### src/rtl/i2c_flag_pkg.sv
// shared constants for the two-wire port status flag block
package i2c_flag_pkg;
    localparam int ADDR_W = 8;
    localparam int DATA_W = 32;
    localparam int STAT_W = 16;
    localparam int BYTE_W = 8;
    localparam int IRQ_W = 5;

    localparam logic [7:0] OFS_STATUS = 8'h00;
    localparam logic [7:0] OFS_TX_BUF = 8'h04;
    localparam logic [7:0] OFS_RX_BUF = 8'h08;
    localparam logic [7:0] OFS_IRQ_STAT = 8'h0c;
    localparam logic [7:0] OFS_IRQ_CLR = 8'h10;
    localparam logic [7:0] OFS_IRQ_EN = 8'h14;

    localparam int BIT_ACK = 15;
    localparam int BIT_TXACT = 14;
    localparam int BIT_BCL = 10;
    localparam int BIT_GC = 9;
    localparam int BIT_TEN = 8;
    localparam int BIT_WCOL = 7;
    localparam int BIT_OV = 6;
    localparam int BIT_DA = 5;
    localparam int BIT_STOP = 4;
    localparam int BIT_START = 3;
    localparam int BIT_UNIMP_HI = 13;
    localparam int BIT_UNIMP_LO = 11;

    localparam int IRQ_BCL = 0;
    localparam int IRQ_WCOL = 1;
    localparam int IRQ_OV = 2;
    localparam int IRQ_STOP = 3;
    localparam int IRQ_START = 4;

    localparam logic [STAT_W-1:0] STATUS_RESET = 16'h0000;
    localparam logic [BYTE_W-1:0] BYTE_RESET = 8'h00;
    localparam logic [IRQ_W-1:0] IRQ_RESET = 5'h00;
    localparam logic [DATA_W-1:0] WORD_ZERO = 32'h0000_0000;
endpackage

### src/rtl/bus_cond_detect.sv
// synchronises the bus pins and finds start and stop conditions
`timescale 1ns/1ps
module bus_cond_detect (
    input wire logic pclk,
    input wire logic presetn,
    input wire logic scl_in,
    input wire logic sda_in,
    output logic start_det,
    output logic stop_det
);
    logic scl_meta, scl_sync, sda_meta, sda_sync, sda_prev;

    // first stage feeds only the second
    always_ff @(posedge pclk or negedge presetn) begin
        if (!presetn) begin
            scl_meta <= 1'b1;
            scl_sync <= 1'b1;
            sda_meta <= 1'b1;
            sda_sync <= 1'b1;
            sda_prev <= 1'b1;
        end else begin
            scl_meta <= scl_in;
            scl_sync <= scl_meta;
            sda_meta <= sda_in;
            sda_sync <= sda_meta;
            sda_prev <= sda_sync;
        end
    end

    // data edge while clock is high marks a condition
    always_ff @(posedge pclk or negedge presetn) begin
        if (!presetn) begin
            start_det <= 1'b0;
            stop_det <= 1'b0;
        end else begin
            start_det <= scl_sync & sda_prev & ~sda_sync;
            stop_det <= scl_sync & ~sda_prev & sda_sync;
        end
    end
endmodule

### src/rtl/sticky_bank.sv
// bank of sticky event bits, set wins over clear
`timescale 1ns/1ps
module sticky_bank #(
    parameter int WIDTH = 5
) (
    input wire logic pclk,
    input wire logic presetn,
    input wire logic [WIDTH-1:0] set_pulse,
    input wire logic [WIDTH-1:0] clear_mask,
    output logic [WIDTH-1:0] flags
);
    genvar i;
    generate
        for (i = 0; i < WIDTH; i++) begin : g_bit
            always_ff @(posedge pclk or negedge presetn) begin
                if (!presetn) begin
                    flags[i] <= 1'b0;
                end else if (set_pulse[i]) begin
                    flags[i] <= 1'b1;
                end else if (clear_mask[i]) begin
                    flags[i] <= 1'b0;
                end
            end
        end
    endgenerate
endmodule

### src/rtl/i2c_status_flag_logic.sv
// status flags of the two-wire port with apb access and interrupt
// Operation
// RQ1 - ack slot end records slave ack result
// RQ2 - transmit active from start to ack end
// RQ3 - master collision sets sticky flag, software clears
// RQ4 - general call match sets, stop clears
// RQ5 - ten-bit second byte match sets, stop clears
// RQ6 - busy transmit write discarded, collision flag set
// RQ7 - byte into full buffer sets overflow
// RQ8 - address match clears, slave data sets
// RQ9 - stop flag true only if stop last
// RQ10 - start flag set by start, cleared by stop
// RQ11 - bits 13 to 11 zero, reset all zero
//
// The address map and register access over APB were chosen for this implementation.
`timescale 1ns/1ps
module i2c_status_flag_logic (
    input wire logic pclk,
    input wire logic presetn,
    input wire logic [7:0] paddr,
    input wire logic psel,
    input wire logic penable,
    input wire logic pwrite,
    input wire logic [31:0] pwdata,
    output logic [31:0] prdata,
    output logic pready,
    output logic pslverr,
    input wire logic scl_in,
    input wire logic sda_in,
    input wire logic master_mode,
    input wire logic port_busy,
    input wire logic master_tx_start,
    input wire logic ack_slot_end,
    input wire logic ack_bit_in,
    input wire logic collision_detect,
    input wire logic gen_call_match,
    input wire logic ten_bit_match,
    input wire logic addr_match,
    input wire logic slave_data_rx,
    input wire logic rx_byte_done,
    input wire logic [7:0] rx_byte,
    output logic [7:0] tx_byte,
    output logic tx_load,
    output logic irq
);
    logic ack_result_flag, master_tx_active, bus_collision_flag;
    logic general_call_flag, ten_bit_match_flag, write_collision_flag;
    logic receive_overflow_flag, data_addr_flag, stop_flag, start_flag;
    logic rx_full;
    logic [7:0] receive_buffer_reg;
    logic start_det, stop_det;
    logic [15:0] status_word;
    logic [4:0] irq_en, irq_flags, irq_set, irq_clr;
    logic setup, access, wr_acc, rd_setup, addr_hit, err_q;
    logic wr_status, wr_tx, rd_rx;
    logic [31:0] next_rdata;

    bus_cond_detect u_cond (
        .pclk(pclk),
        .presetn(presetn),
        .scl_in(scl_in),
        .sda_in(sda_in),
        .start_det(start_det),
        .stop_det(stop_det)
    );

    // apb phases; zero wait states keep the master simple
    assign setup = psel & ~penable;
    assign access = psel & penable;
    assign wr_acc = access & pwrite;
    assign rd_setup = setup & ~pwrite;
    assign pready = 1'b1;
    assign pslverr = access & err_q;
    assign wr_status = wr_acc & (paddr == i2c_flag_pkg::OFS_STATUS);
    assign wr_tx = wr_acc & (paddr == i2c_flag_pkg::OFS_TX_BUF);
    assign rd_rx = access & ~pwrite & (paddr == i2c_flag_pkg::OFS_RX_BUF);

    always_comb begin
        if (paddr == i2c_flag_pkg::OFS_STATUS) begin
            addr_hit = 1'b1;
        end else if (paddr == i2c_flag_pkg::OFS_TX_BUF) begin
            addr_hit = 1'b1;
        end else if (paddr == i2c_flag_pkg::OFS_RX_BUF) begin
            addr_hit = 1'b1;
        end else if (paddr == i2c_flag_pkg::OFS_IRQ_STAT) begin
            addr_hit = 1'b1;
        end else if (paddr == i2c_flag_pkg::OFS_IRQ_CLR) begin
            addr_hit = 1'b1;
        end else if (paddr == i2c_flag_pkg::OFS_IRQ_EN) begin
            addr_hit = 1'b1;
        end else begin
            addr_hit = 1'b0;
        end
    end

    // status word; unlisted bits stay zero
    always_comb begin
        status_word = i2c_flag_pkg::STATUS_RESET; // RQ11
        status_word[i2c_flag_pkg::BIT_ACK] = ack_result_flag;
        status_word[i2c_flag_pkg::BIT_TXACT] = master_tx_active;
        status_word[i2c_flag_pkg::BIT_BCL] = bus_collision_flag;
        status_word[i2c_flag_pkg::BIT_GC] = general_call_flag;
        status_word[i2c_flag_pkg::BIT_TEN] = ten_bit_match_flag;
        status_word[i2c_flag_pkg::BIT_WCOL] = write_collision_flag;
        status_word[i2c_flag_pkg::BIT_OV] = receive_overflow_flag;
        status_word[i2c_flag_pkg::BIT_DA] = data_addr_flag;
        status_word[i2c_flag_pkg::BIT_STOP] = stop_flag;
        status_word[i2c_flag_pkg::BIT_START] = start_flag;
    end

    always_comb begin
        next_rdata = i2c_flag_pkg::WORD_ZERO;
        if (paddr == i2c_flag_pkg::OFS_STATUS) begin
            next_rdata[15:0] = status_word;
        end else if (paddr == i2c_flag_pkg::OFS_TX_BUF) begin
            next_rdata[7:0] = tx_byte;
        end else if (paddr == i2c_flag_pkg::OFS_RX_BUF) begin
            next_rdata[7:0] = receive_buffer_reg;
        end else if (paddr == i2c_flag_pkg::OFS_IRQ_STAT) begin
            next_rdata[4:0] = irq_flags;
        end else if (paddr == i2c_flag_pkg::OFS_IRQ_EN) begin
            next_rdata[4:0] = irq_en;
        end
    end

    // read data is sampled in the setup phase, so it shows the state
    // one cycle before the access edge
    always_ff @(posedge pclk or negedge presetn) begin
        if (!presetn) begin
            prdata <= i2c_flag_pkg::WORD_ZERO;
            err_q <= 1'b0;
        end else if (setup) begin
            prdata <= rd_setup ? next_rdata : i2c_flag_pkg::WORD_ZERO;
            err_q <= ~addr_hit;
        end
    end

    // ack result only meaningful while transmitting as master
    always_ff @(posedge pclk or negedge presetn) begin
        if (!presetn) begin
            ack_result_flag <= 1'b0;
        end else if (ack_slot_end && master_tx_active) begin
            ack_result_flag <= ack_bit_in; // RQ1
        end
    end

    // a new start in the ack-end cycle wins so it is not lost
    always_ff @(posedge pclk or negedge presetn) begin
        if (!presetn) begin
            master_tx_active <= 1'b0;
        end else if (master_tx_start) begin
            master_tx_active <= 1'b1; // RQ2
        end else if (ack_slot_end) begin
            master_tx_active <= 1'b0; // RQ2
        end
    end

    // software clears by writing zero to the bit; set wins
    always_ff @(posedge pclk or negedge presetn) begin
        if (!presetn) begin
            bus_collision_flag <= 1'b0;
        end else if (collision_detect && master_mode) begin
            bus_collision_flag <= 1'b1; // RQ3
        end else if (wr_status && !pwdata[i2c_flag_pkg::BIT_BCL]) begin
            bus_collision_flag <= 1'b0; // RQ3
        end
    end

    always_ff @(posedge pclk or negedge presetn) begin
        if (!presetn) begin
            general_call_flag <= 1'b0;
        end else if (gen_call_match) begin
            general_call_flag <= 1'b1; // RQ4
        end else if (stop_det) begin
            general_call_flag <= 1'b0; // RQ4
        end
    end

    always_ff @(posedge pclk or negedge presetn) begin
        if (!presetn) begin
            ten_bit_match_flag <= 1'b0;
        end else if (ten_bit_match) begin
            ten_bit_match_flag <= 1'b1; // RQ5
        end else if (stop_det) begin
            ten_bit_match_flag <= 1'b0; // RQ5
        end
    end

    // a busy write is dropped rather than corrupting the byte in flight
    always_ff @(posedge pclk or negedge presetn) begin
        if (!presetn) begin
            tx_byte <= i2c_flag_pkg::BYTE_RESET;
            tx_load <= 1'b0;
        end else begin
            tx_load <= wr_tx & ~port_busy; // RQ6
            if (wr_tx && !port_busy) begin
                tx_byte <= pwdata[7:0];
            end
        end
    end

    always_ff @(posedge pclk or negedge presetn) begin
        if (!presetn) begin
            write_collision_flag <= 1'b0;
        end else if (wr_tx && port_busy) begin
            write_collision_flag <= 1'b1; // RQ6
        end else if (wr_status && !pwdata[i2c_flag_pkg::BIT_WCOL]) begin
            write_collision_flag <= 1'b0;
        end
    end

    // buffer keeps the older byte on overflow; the new one is lost
    always_ff @(posedge pclk or negedge presetn) begin
        if (!presetn) begin
            receive_buffer_reg <= i2c_flag_pkg::BYTE_RESET;
            rx_full <= 1'b0;
        end else if (rx_byte_done && !rx_full) begin
            receive_buffer_reg <= rx_byte;
            rx_full <= 1'b1;
        end else if (rd_rx) begin
            rx_full <= 1'b0;
        end
    end

    always_ff @(posedge pclk or negedge presetn) begin
        if (!presetn) begin
            receive_overflow_flag <= 1'b0;
        end else if (rx_byte_done && rx_full) begin
            receive_overflow_flag <= 1'b1; // RQ7
        end else if (wr_status && !pwdata[i2c_flag_pkg::BIT_OV]) begin
            receive_overflow_flag <= 1'b0;
        end
    end

    always_ff @(posedge pclk or negedge presetn) begin
        if (!presetn) begin
            data_addr_flag <= 1'b0;
        end else if (addr_match) begin
            data_addr_flag <= 1'b0; // RQ8
        end else if (slave_data_rx) begin
            data_addr_flag <= 1'b1; // RQ8
        end
    end

    always_ff @(posedge pclk or negedge presetn) begin
        if (!presetn) begin
            stop_flag <= 1'b0;
            start_flag <= 1'b0;
        end else if (stop_det) begin
            stop_flag <= 1'b1; // RQ9
            start_flag <= 1'b0; // RQ10
        end else if (start_det) begin
            stop_flag <= 1'b0; // RQ9
            start_flag <= 1'b1; // RQ10
        end
    end

    // interrupt bank: write-one-to-clear, enable gates the output
    always_comb begin
        irq_set = i2c_flag_pkg::IRQ_RESET;
        irq_set[i2c_flag_pkg::IRQ_BCL] = collision_detect & master_mode;
        irq_set[i2c_flag_pkg::IRQ_WCOL] = wr_tx & port_busy;
        irq_set[i2c_flag_pkg::IRQ_OV] = rx_byte_done & rx_full;
        irq_set[i2c_flag_pkg::IRQ_STOP] = stop_det;
        irq_set[i2c_flag_pkg::IRQ_START] = start_det & ~stop_det;
    end

    assign irq_clr = (wr_acc && paddr == i2c_flag_pkg::OFS_IRQ_CLR) ?
        pwdata[4:0] : i2c_flag_pkg::IRQ_RESET;

    sticky_bank #(
        .WIDTH(i2c_flag_pkg::IRQ_W)
    ) u_irq (
        .pclk(pclk),
        .presetn(presetn),
        .set_pulse(irq_set),
        .clear_mask(irq_clr),
        .flags(irq_flags)
    );

    always_ff @(posedge pclk or negedge presetn) begin
        if (!presetn) begin
            irq_en <= i2c_flag_pkg::IRQ_RESET;
        end else if (wr_acc && paddr == i2c_flag_pkg::OFS_IRQ_EN) begin
            irq_en <= pwdata[4:0];
        end
    end

    assign irq = |(irq_flags & irq_en);

    a_ack_update: assert property (@(posedge pclk) disable iff (!presetn)
        ack_slot_end && master_tx_active
        |=> ack_result_flag == $past(ack_bit_in)) // RQ1
        else $error("ack flag not updated at ack end");

    a_txact_span: assert property (@(posedge pclk) disable iff (!presetn)
        master_tx_start ##1 !ack_slot_end [*2]
        |-> master_tx_active) // RQ2
        else $error("transmit active dropped before ack end");

    a_txact_clear: assert property (@(posedge pclk) disable iff (!presetn)
        ack_slot_end && !master_tx_start |=> !master_tx_active) // RQ2
        else $error("transmit active not cleared at ack end");

    a_bcl_sticky: assert property (@(posedge pclk) disable iff (!presetn)
        collision_detect && master_mode ##1 !wr_status [*3]
        |-> bus_collision_flag) // RQ3
        else $error("collision flag lost without software clear");

    a_gc_stop: assert property (@(posedge pclk) disable iff (!presetn)
        stop_det && !gen_call_match |=> !general_call_flag) // RQ4
        else $error("general call flag survived stop");

    a_ten_set: assert property (@(posedge pclk) disable iff (!presetn)
        ten_bit_match |=> ten_bit_match_flag) // RQ5
        else $error("ten bit match flag not set");

    a_wcol_drop: assert property (@(posedge pclk) disable iff (!presetn)
        wr_tx && port_busy
        |=> write_collision_flag && !tx_load && $stable(tx_byte)) // RQ6
        else $error("busy write not discarded");

    a_ov_keep: assert property (@(posedge pclk) disable iff (!presetn)
        rx_byte_done && rx_full
        |=> receive_overflow_flag && $stable(receive_buffer_reg)) // RQ7
        else $error("overflow not flagged or buffer overwritten");

    a_da_match: assert property (@(posedge pclk) disable iff (!presetn)
        addr_match |=> !data_addr_flag) // RQ8
        else $error("address match did not clear data flag");

    a_da_data: assert property (@(posedge pclk) disable iff (!presetn)
        slave_data_rx && !addr_match |=> data_addr_flag) // RQ8
        else $error("slave data byte did not set data flag");

    a_stop_last: assert property (@(posedge pclk) disable iff (!presetn)
        start_det && !stop_det |=> !stop_flag && start_flag) // RQ9
        else $error("stop flag set after start");

    a_stop_set: assert property (@(posedge pclk) disable iff (!presetn)
        stop_det |=> stop_flag && !start_flag) // RQ10
        else $error("stop did not set stop flag");

    a_unimp_zero: assert property (@(posedge pclk) disable iff (!presetn)
        rd_setup && paddr == i2c_flag_pkg::OFS_STATUS
        |=> prdata[13:11] == 3'h0 && prdata[31:16] == 16'h0000) // RQ11
        else $error("unimplemented status bits not zero");
endmodule

### config.mk
export PLATFORM = sky130hd
export DESIGN_NAME = i2c_status_flag_logic
export DESIGN_NICKNAME = d
export VERILOG_FILES = /design/src/rtl/i2c_flag_pkg.sv /design/src/rtl/bus_cond_detect.sv /design/src/rtl/sticky_bank.sv /design/src/rtl/i2c_status_flag_logic.sv
export SDC_FILE = /design/constraint.sdc
export NUM_CORES = 1
export LEC_CHECK = 0
export BUFFER_PORTS_ARGS = -buffer_cell sky130_fd_sc_hd__buf_2
export CORE_UTILIZATION = 48
export CTS_BUF_LIST = sky130_fd_sc_hd__clkbuf_4 sky130_fd_sc_hd__clkbuf_8 sky130_fd_sc_hd__clkbuf_16
export DETAILED_ROUTE_END_ITERATION = 6
export GPL_TIMING_DRIVEN = 0
export PLACE_DENSITY = 0.82
export SLEW_MARGIN = 20
export SYNTH_ARGS = -nofsm -noshare
export SYNTH_HDL_FRONTEND = slang
export SYNTH_HIERARCHICAL = 1
export SYNTH_SLANG_ARGS = --single-unit
### constraint.sdc
create_clock -name pclk -period 1.7 [get_ports pclk]
set_input_delay 0 -clock pclk [delete_from_list [all_inputs] [get_ports pclk]]
set_output_delay 0 -clock pclk [all_outputs]
set_load 0.01 [all_outputs]
# Word level (Yosys, flattened, before mapping)
# Index checks and enable logic that the tools add are counted.
dict set report totals {
  ff_bits 78
  word_cells 136
}
dict set report classes {
  eq_ne 5
  mux 44
  bitwise 26
  n_reduce_logical 32
}
# operator n
set ops {}
lappend ops {{$mux 1} 35}
lappend ops {{$reduce_bool 2->1} 14}
lappend ops {{$mux 8} 3}
lappend ops {{$mux 5} 4}
lappend ops {{$and 1x1->1} 18}
lappend ops {{$eq 8x4->1 const B} 2}
lappend ops {{$eq 8x5->1 const B} 2}
lappend ops {{$mux 16} 1}
lappend ops {{$logic_and 1x1->1} 11}
lappend ops {{$eq 8x3->1 const B} 1}
lappend ops {{$logic_not 8->1} 1}
lappend ops {{$not 1->1} 7}
lappend ops {{$and 5x5->5} 1}
lappend ops {{$logic_not 1->1} 5}
lappend ops {{$reduce_or 5->1} 1}
lappend ops {{$mux 3} 1}

# Depth between registers and ports, before layout
dict set report depth {
  ltp_word 8
  ltp_mapped 6
}

# By module
# The synthesis kept the hierarchy.
# module instances cells_per_inst area_each_um2 seq_area_each_um2
set by_module_without_submodules {}
lappend by_module_without_submodules {i2c_status_flag_logic 1 218 2348.5 1176.1}
lappend by_module_without_submodules {bus_cond_detect 1 9 198.9 181.4}
lappend by_module_without_submodules {sticky_bank 1 15 181.4 125.1}

# Least setup slack after synthesis
# OpenSTA, ideal clock, no wires.
dict set report synth_path {
  path_kind {input port to flip-flop}
  from {in paddr[1]}
  to {reg u_irq.flags[2]}
  setup_ns 0.118
  arrival_time_ns 1.530
  slack_ns 0.052
  path_stages 6
  path_cell_list {or4b_2 > nor4_1 > nand3_1 > nor2_1 > inv_1 > a21o_1}
}
dict set report synth_via {
  elab_chain_len 4
}
# element line_no
set synth_lines {}
lappend synth_lines {{from (decl)} i2c_status_flag_logic.sv:20} ;# input wire logic [7:0] paddr,
lappend synth_lines {{$eq 8x5->1} i2c_status_flag_logic.sv:268} ;# assign irq_clr = (wr_acc && paddr == i2c_flag_pkg::OFS_IRQ_CLR) ?
lappend synth_lines {{$logic_and 1x1->1} i2c_status_flag_logic.sv:268}
lappend synth_lines {{$mux 5} i2c_status_flag_logic.sv:268}
lappend synth_lines {{via irq_clr[2]} i2c_status_flag_logic.sv:53} ;# logic [4:0] irq_en, irq_flags, irq_set, irq_clr;
lappend synth_lines {{$reduce_bool 2->1 (no line)} n/a}
lappend synth_lines {{to (signal, indexed assignment)} sticky_bank.sv:17} ;# flags[i] <= 1'b0;
lappend synth_lines {{to (signal, indexed assignment)} sticky_bank.sv:19} ;# flags[i] <= 1'b1;
lappend synth_lines {{to (signal, indexed assignment)} sticky_bank.sv:21} ;# flags[i] <= 1'b0;
lappend synth_lines {{to (decl)} sticky_bank.sv:10} ;# output logic [WIDTH-1:0] flags
# The timed path passes the listed nets, and every way through them passes these cells.
# A chain may end at the register's enable or synchronous reset.

# Worst setup path after layout
# Ends and elaborated chain as after synthesis.

==> metrics.cfg <==
[yosys]
ys_seq_elements = 59
synth_top_family_by_area = simple AND/OR/NAND/NOR gates
synthMuxAreaShare_pct = 10.8
synth-seq-area-share_pct = 54.3
ys_top_cells_by_area = dfrtp_1, mux2_2, buf_4, dfstp_2, mux2i_1
syn_avg_cell_area_um2 = 11.3
yosysTopAreaCell = dfrtp_1
synth_xor_area_share_pct = 0
ys_warn_count = 6
yosys.area_share.simple_pct = 13.3
synth_cell_types = 40
synth_fa_ha_area_share_pct = 0
syn_inst = 242
synth_top_area_share_pct = 49.5
synth-compound-area-share_pct = 12.5
netlist_area_um2 = 2730

[critical_path]
endpoint_kind = flop
startpoint_type = input port
max_stage_delay_ns = 0.72
regToRegSetupSlack_ns = 0.23
r2r-start = rx_full
cp_slowest_cell = or4b_2
worstPathRequired_ns = 1.93
path_cells = buf_2, or4b_2, nor4_4, nand3_1, nor2_1, inv_1, a21o_1
critPathKind = input port to flop
cp.arrival_ns = 1.81
crit_path_max_fanout = 5
r2r_cells = 3
reg2reg_to = receive_buffer_reg[0]

[cells_and_area]
largest_reg_flops = 13
area_delta_synth_final_pct = 39.6
nNetsFinal = 439
diodes = 0
drive_above_1_share_pct = 36.5

[routing]
vias_per_cell = 5.01
ant_nets = 0
vias = 2255
drc = 0
routedWlPerCell_um = 14.3
wirelength_mm = 6.43
drt_first_pass_iters = 4
drtIter0Drc = 160

[placed_design]
port_buffers = 66
gp_congestion = 0.855
dp_hpwl_mm = 4.48

[clock_network]
cts_sinks = 59
cts_buffers = 9
clockRootBuffer = clkbuf_8
cts_tree = built
clkLatencyLatePin_ns = 0.35
cts_max_path_buffers = 2
path_clk_slew_ns = 0.06
h-tree-depth = 3

[hold_path]
hp-start = psel
holdPathEnd = rx_full
whs_path_depth = 4
worstHoldPathType = input port to flop

[die]
rows = 27
num_io_pins = 110
die_w_um = 77.4
chipHeight_um = 77.4
die_area_um2 = 5990
coreArea_um2 = 5510
initial_core_util_pct = 49.6

[power]
p_int_mw = 2.67
swShare_pct = 23.8
ir_drop_mv = 0.718
p_switching_mw = 0.831
p_seq_share_pct = 46.4
pwr-share-clk_pct = 40.7
p_leak_nw = 1.89
p_total_mw = 3.50
powerDensity_nw_per_um2 = 918
combPwrFrac_pct = 12.9

[timing]
fmax_ghz = 0.630
fin_crit_sh_pct = 93.3
slew_violations = 0
worst_pin_slew_ns = 0.728
finalSetupViolCount = 0
post-route-min-period_ns = 1.59
hold_ws_ns = 0.0196
finalHoldViolCount = 0
max_slew_margin_pct = 51.4
rsz0062_at_grt = false
clock_skew_ns = 0.0100

[global_route]
grt.met3_usage_pct = 7.29
grt_antenna_before_repair = 0
grt_max_degree = 60
grt_usage_pct = 23.5
met1_usage_pct = 29.6
grt_pass1_wl_mm = 10.6
grt.overflow.total = 0
busiest_layer = met2
use_met2_pct = 37.7
grt_pass1_vias = 2273

[flow_run]
maxCapViolCount = 0

[outcome]
outcome = completed

## cells by family (layout without fill, tap and decap cells)
group	Yosys count	after routing
AO/OA/AOI/OAI	47	47
other	2	20
buffers and inverters	43	161
AND/OR/NAND/NOR	64	64
multiplexers	27	27
flip-flops	59	59
## through the flow
| stage | cells | instance area [um2] | setup slack (ns) | util [%] | TNS (ns) |
|---|---|---|---|---|---|
| 4_1_cts | 447 | 3780 | 0.0306 | 68.6 | 0 |
| 5_1_grt | 450 | 3810 | 0.0570 | 69.2 | 0 |
| 3_5_place_dp | 398 | 3220 | -0.491 | 58.5 | -5.45 |
| 2_1_floorplan | 260 | 2800 | 0.0515 | - | 0 |
| 6_report | 450 | 3810 | 0.113 | 69.2 | 0 |
| 3_3_place_gp | 398 | 3220 | -0.453 | 58.4 | -4.27 |
## critical path: cells and delay by family
family	cells	cell delay, ns
AND/OR/NAND/NOR	4	1.46
AO/OA/AOI/OAI	1	0.18
buffers and inverters	2	0.18
## routing by layer
layer	vias to the layer above	share of wire [%]
met1	1083	43
met2	83	48
met5	-	0
li1	1075	-
met3	14	6.3
met4	0	1.9
## power by group through the flow
stage                     sequential (mW)  combinational (mW)  clock (mW)
after floorplan                      1.61               0.248           0
after global placement               1.64               0.363           0
after detailed placement             1.65               0.378           0
after CTS                            1.62               0.442        1.44
after global routing                 1.64               0.494        1.51
final                                1.62               0.450        1.42
## cell type report
class | instances | area [um2]
Clock buffer | 11 | 145
Sequential cell | 59 | 1480
Buffer | 27 | 178
Clock inverter | 5 | 77.6
Tap cell | 72 | 90.1
Fill cell | 414 | 1700
Multi-Input combinational cell | 158 | 1090
Inverter | 16 | 60.1
Timing Repair Buffer | 102 | 686
## worst max-delay path by stage
stage | start | to | slack (ns)
after CTS | paddr[1] | tx_byte[0] | 0.03
final | paddr[1] | u_irq/flags[2] | 0.11
after detailed placement | paddr[1] | u_irq/flags[3] | -0.49
after global placement | paddr[1] | u_irq/flags[2] | -0.45
after floorplan | paddr[1] | u_irq/flags[2] | 0.05
after global routing | paddr[1] | u_irq/flags[2] | 0.06
## synth_stat cells (all sizes together)
| cell type | n |
|---|---|
| and3b | 2 |
| nand2b | 7 |
| or4b | 1 |
| a222oi | 4 |
| nor4 | 1 |
| or3 | 1 |
| a22o | 5 |
| a221oi | 2 |
| a31oi | 2 |
| nor3 | 2 |
| o31ai | 5 |
| buf | 22 |
| nor4b | 1 |
| inv | 16 |
| o21bai | 2 |
| nand3 | 4 |
| a22oi | 1 |
| mux2 | 20 |
| nor2 | 17 |
| o41ai | 4 |
| dfstp | 5 |
| mux2i | 7 |
| dfrtp | 54 |
| and3 | 2 |
| nor2b | 5 |
| a21oi | 9 |
| o21ai | 4 |
| conb | 2 |
| and4 | 1 |
| clkbuf | 5 |
| nand2 | 14 |
| a21o | 9 |
| nor3b | 2 |
| or4 | 2 |
| and2 | 2 |
## cells in the final DEF, fill, tap and decap left out, types with 5 or more instances in the layout
cell           count
dfrtp_1           54
dlygate4sd3_1     33
nand2b_1           7
mux2i_1            7
nor2b_1            5
nor2_1            16
buf_4             24
clkbuf_1           5
buf_2             66
a22o_1             5
mux2_2            20
nand2_1           14
a21o_1             9
a21oi_1            9
o31ai_1            5
conb_1            20
clkbuf_8          10
dfstp_2            5
inv_1             16
## timing repair
action	4_1_cts	5_1_grt
endpoints found under the hold margin	86	0
hold buffers	33	0
resized for setup	1	1
endpoints found under the setup margin	5	11
setup buffers	0	3
pin swaps	0	1
No activity file was read; power rests on OpenSTA's default activity.
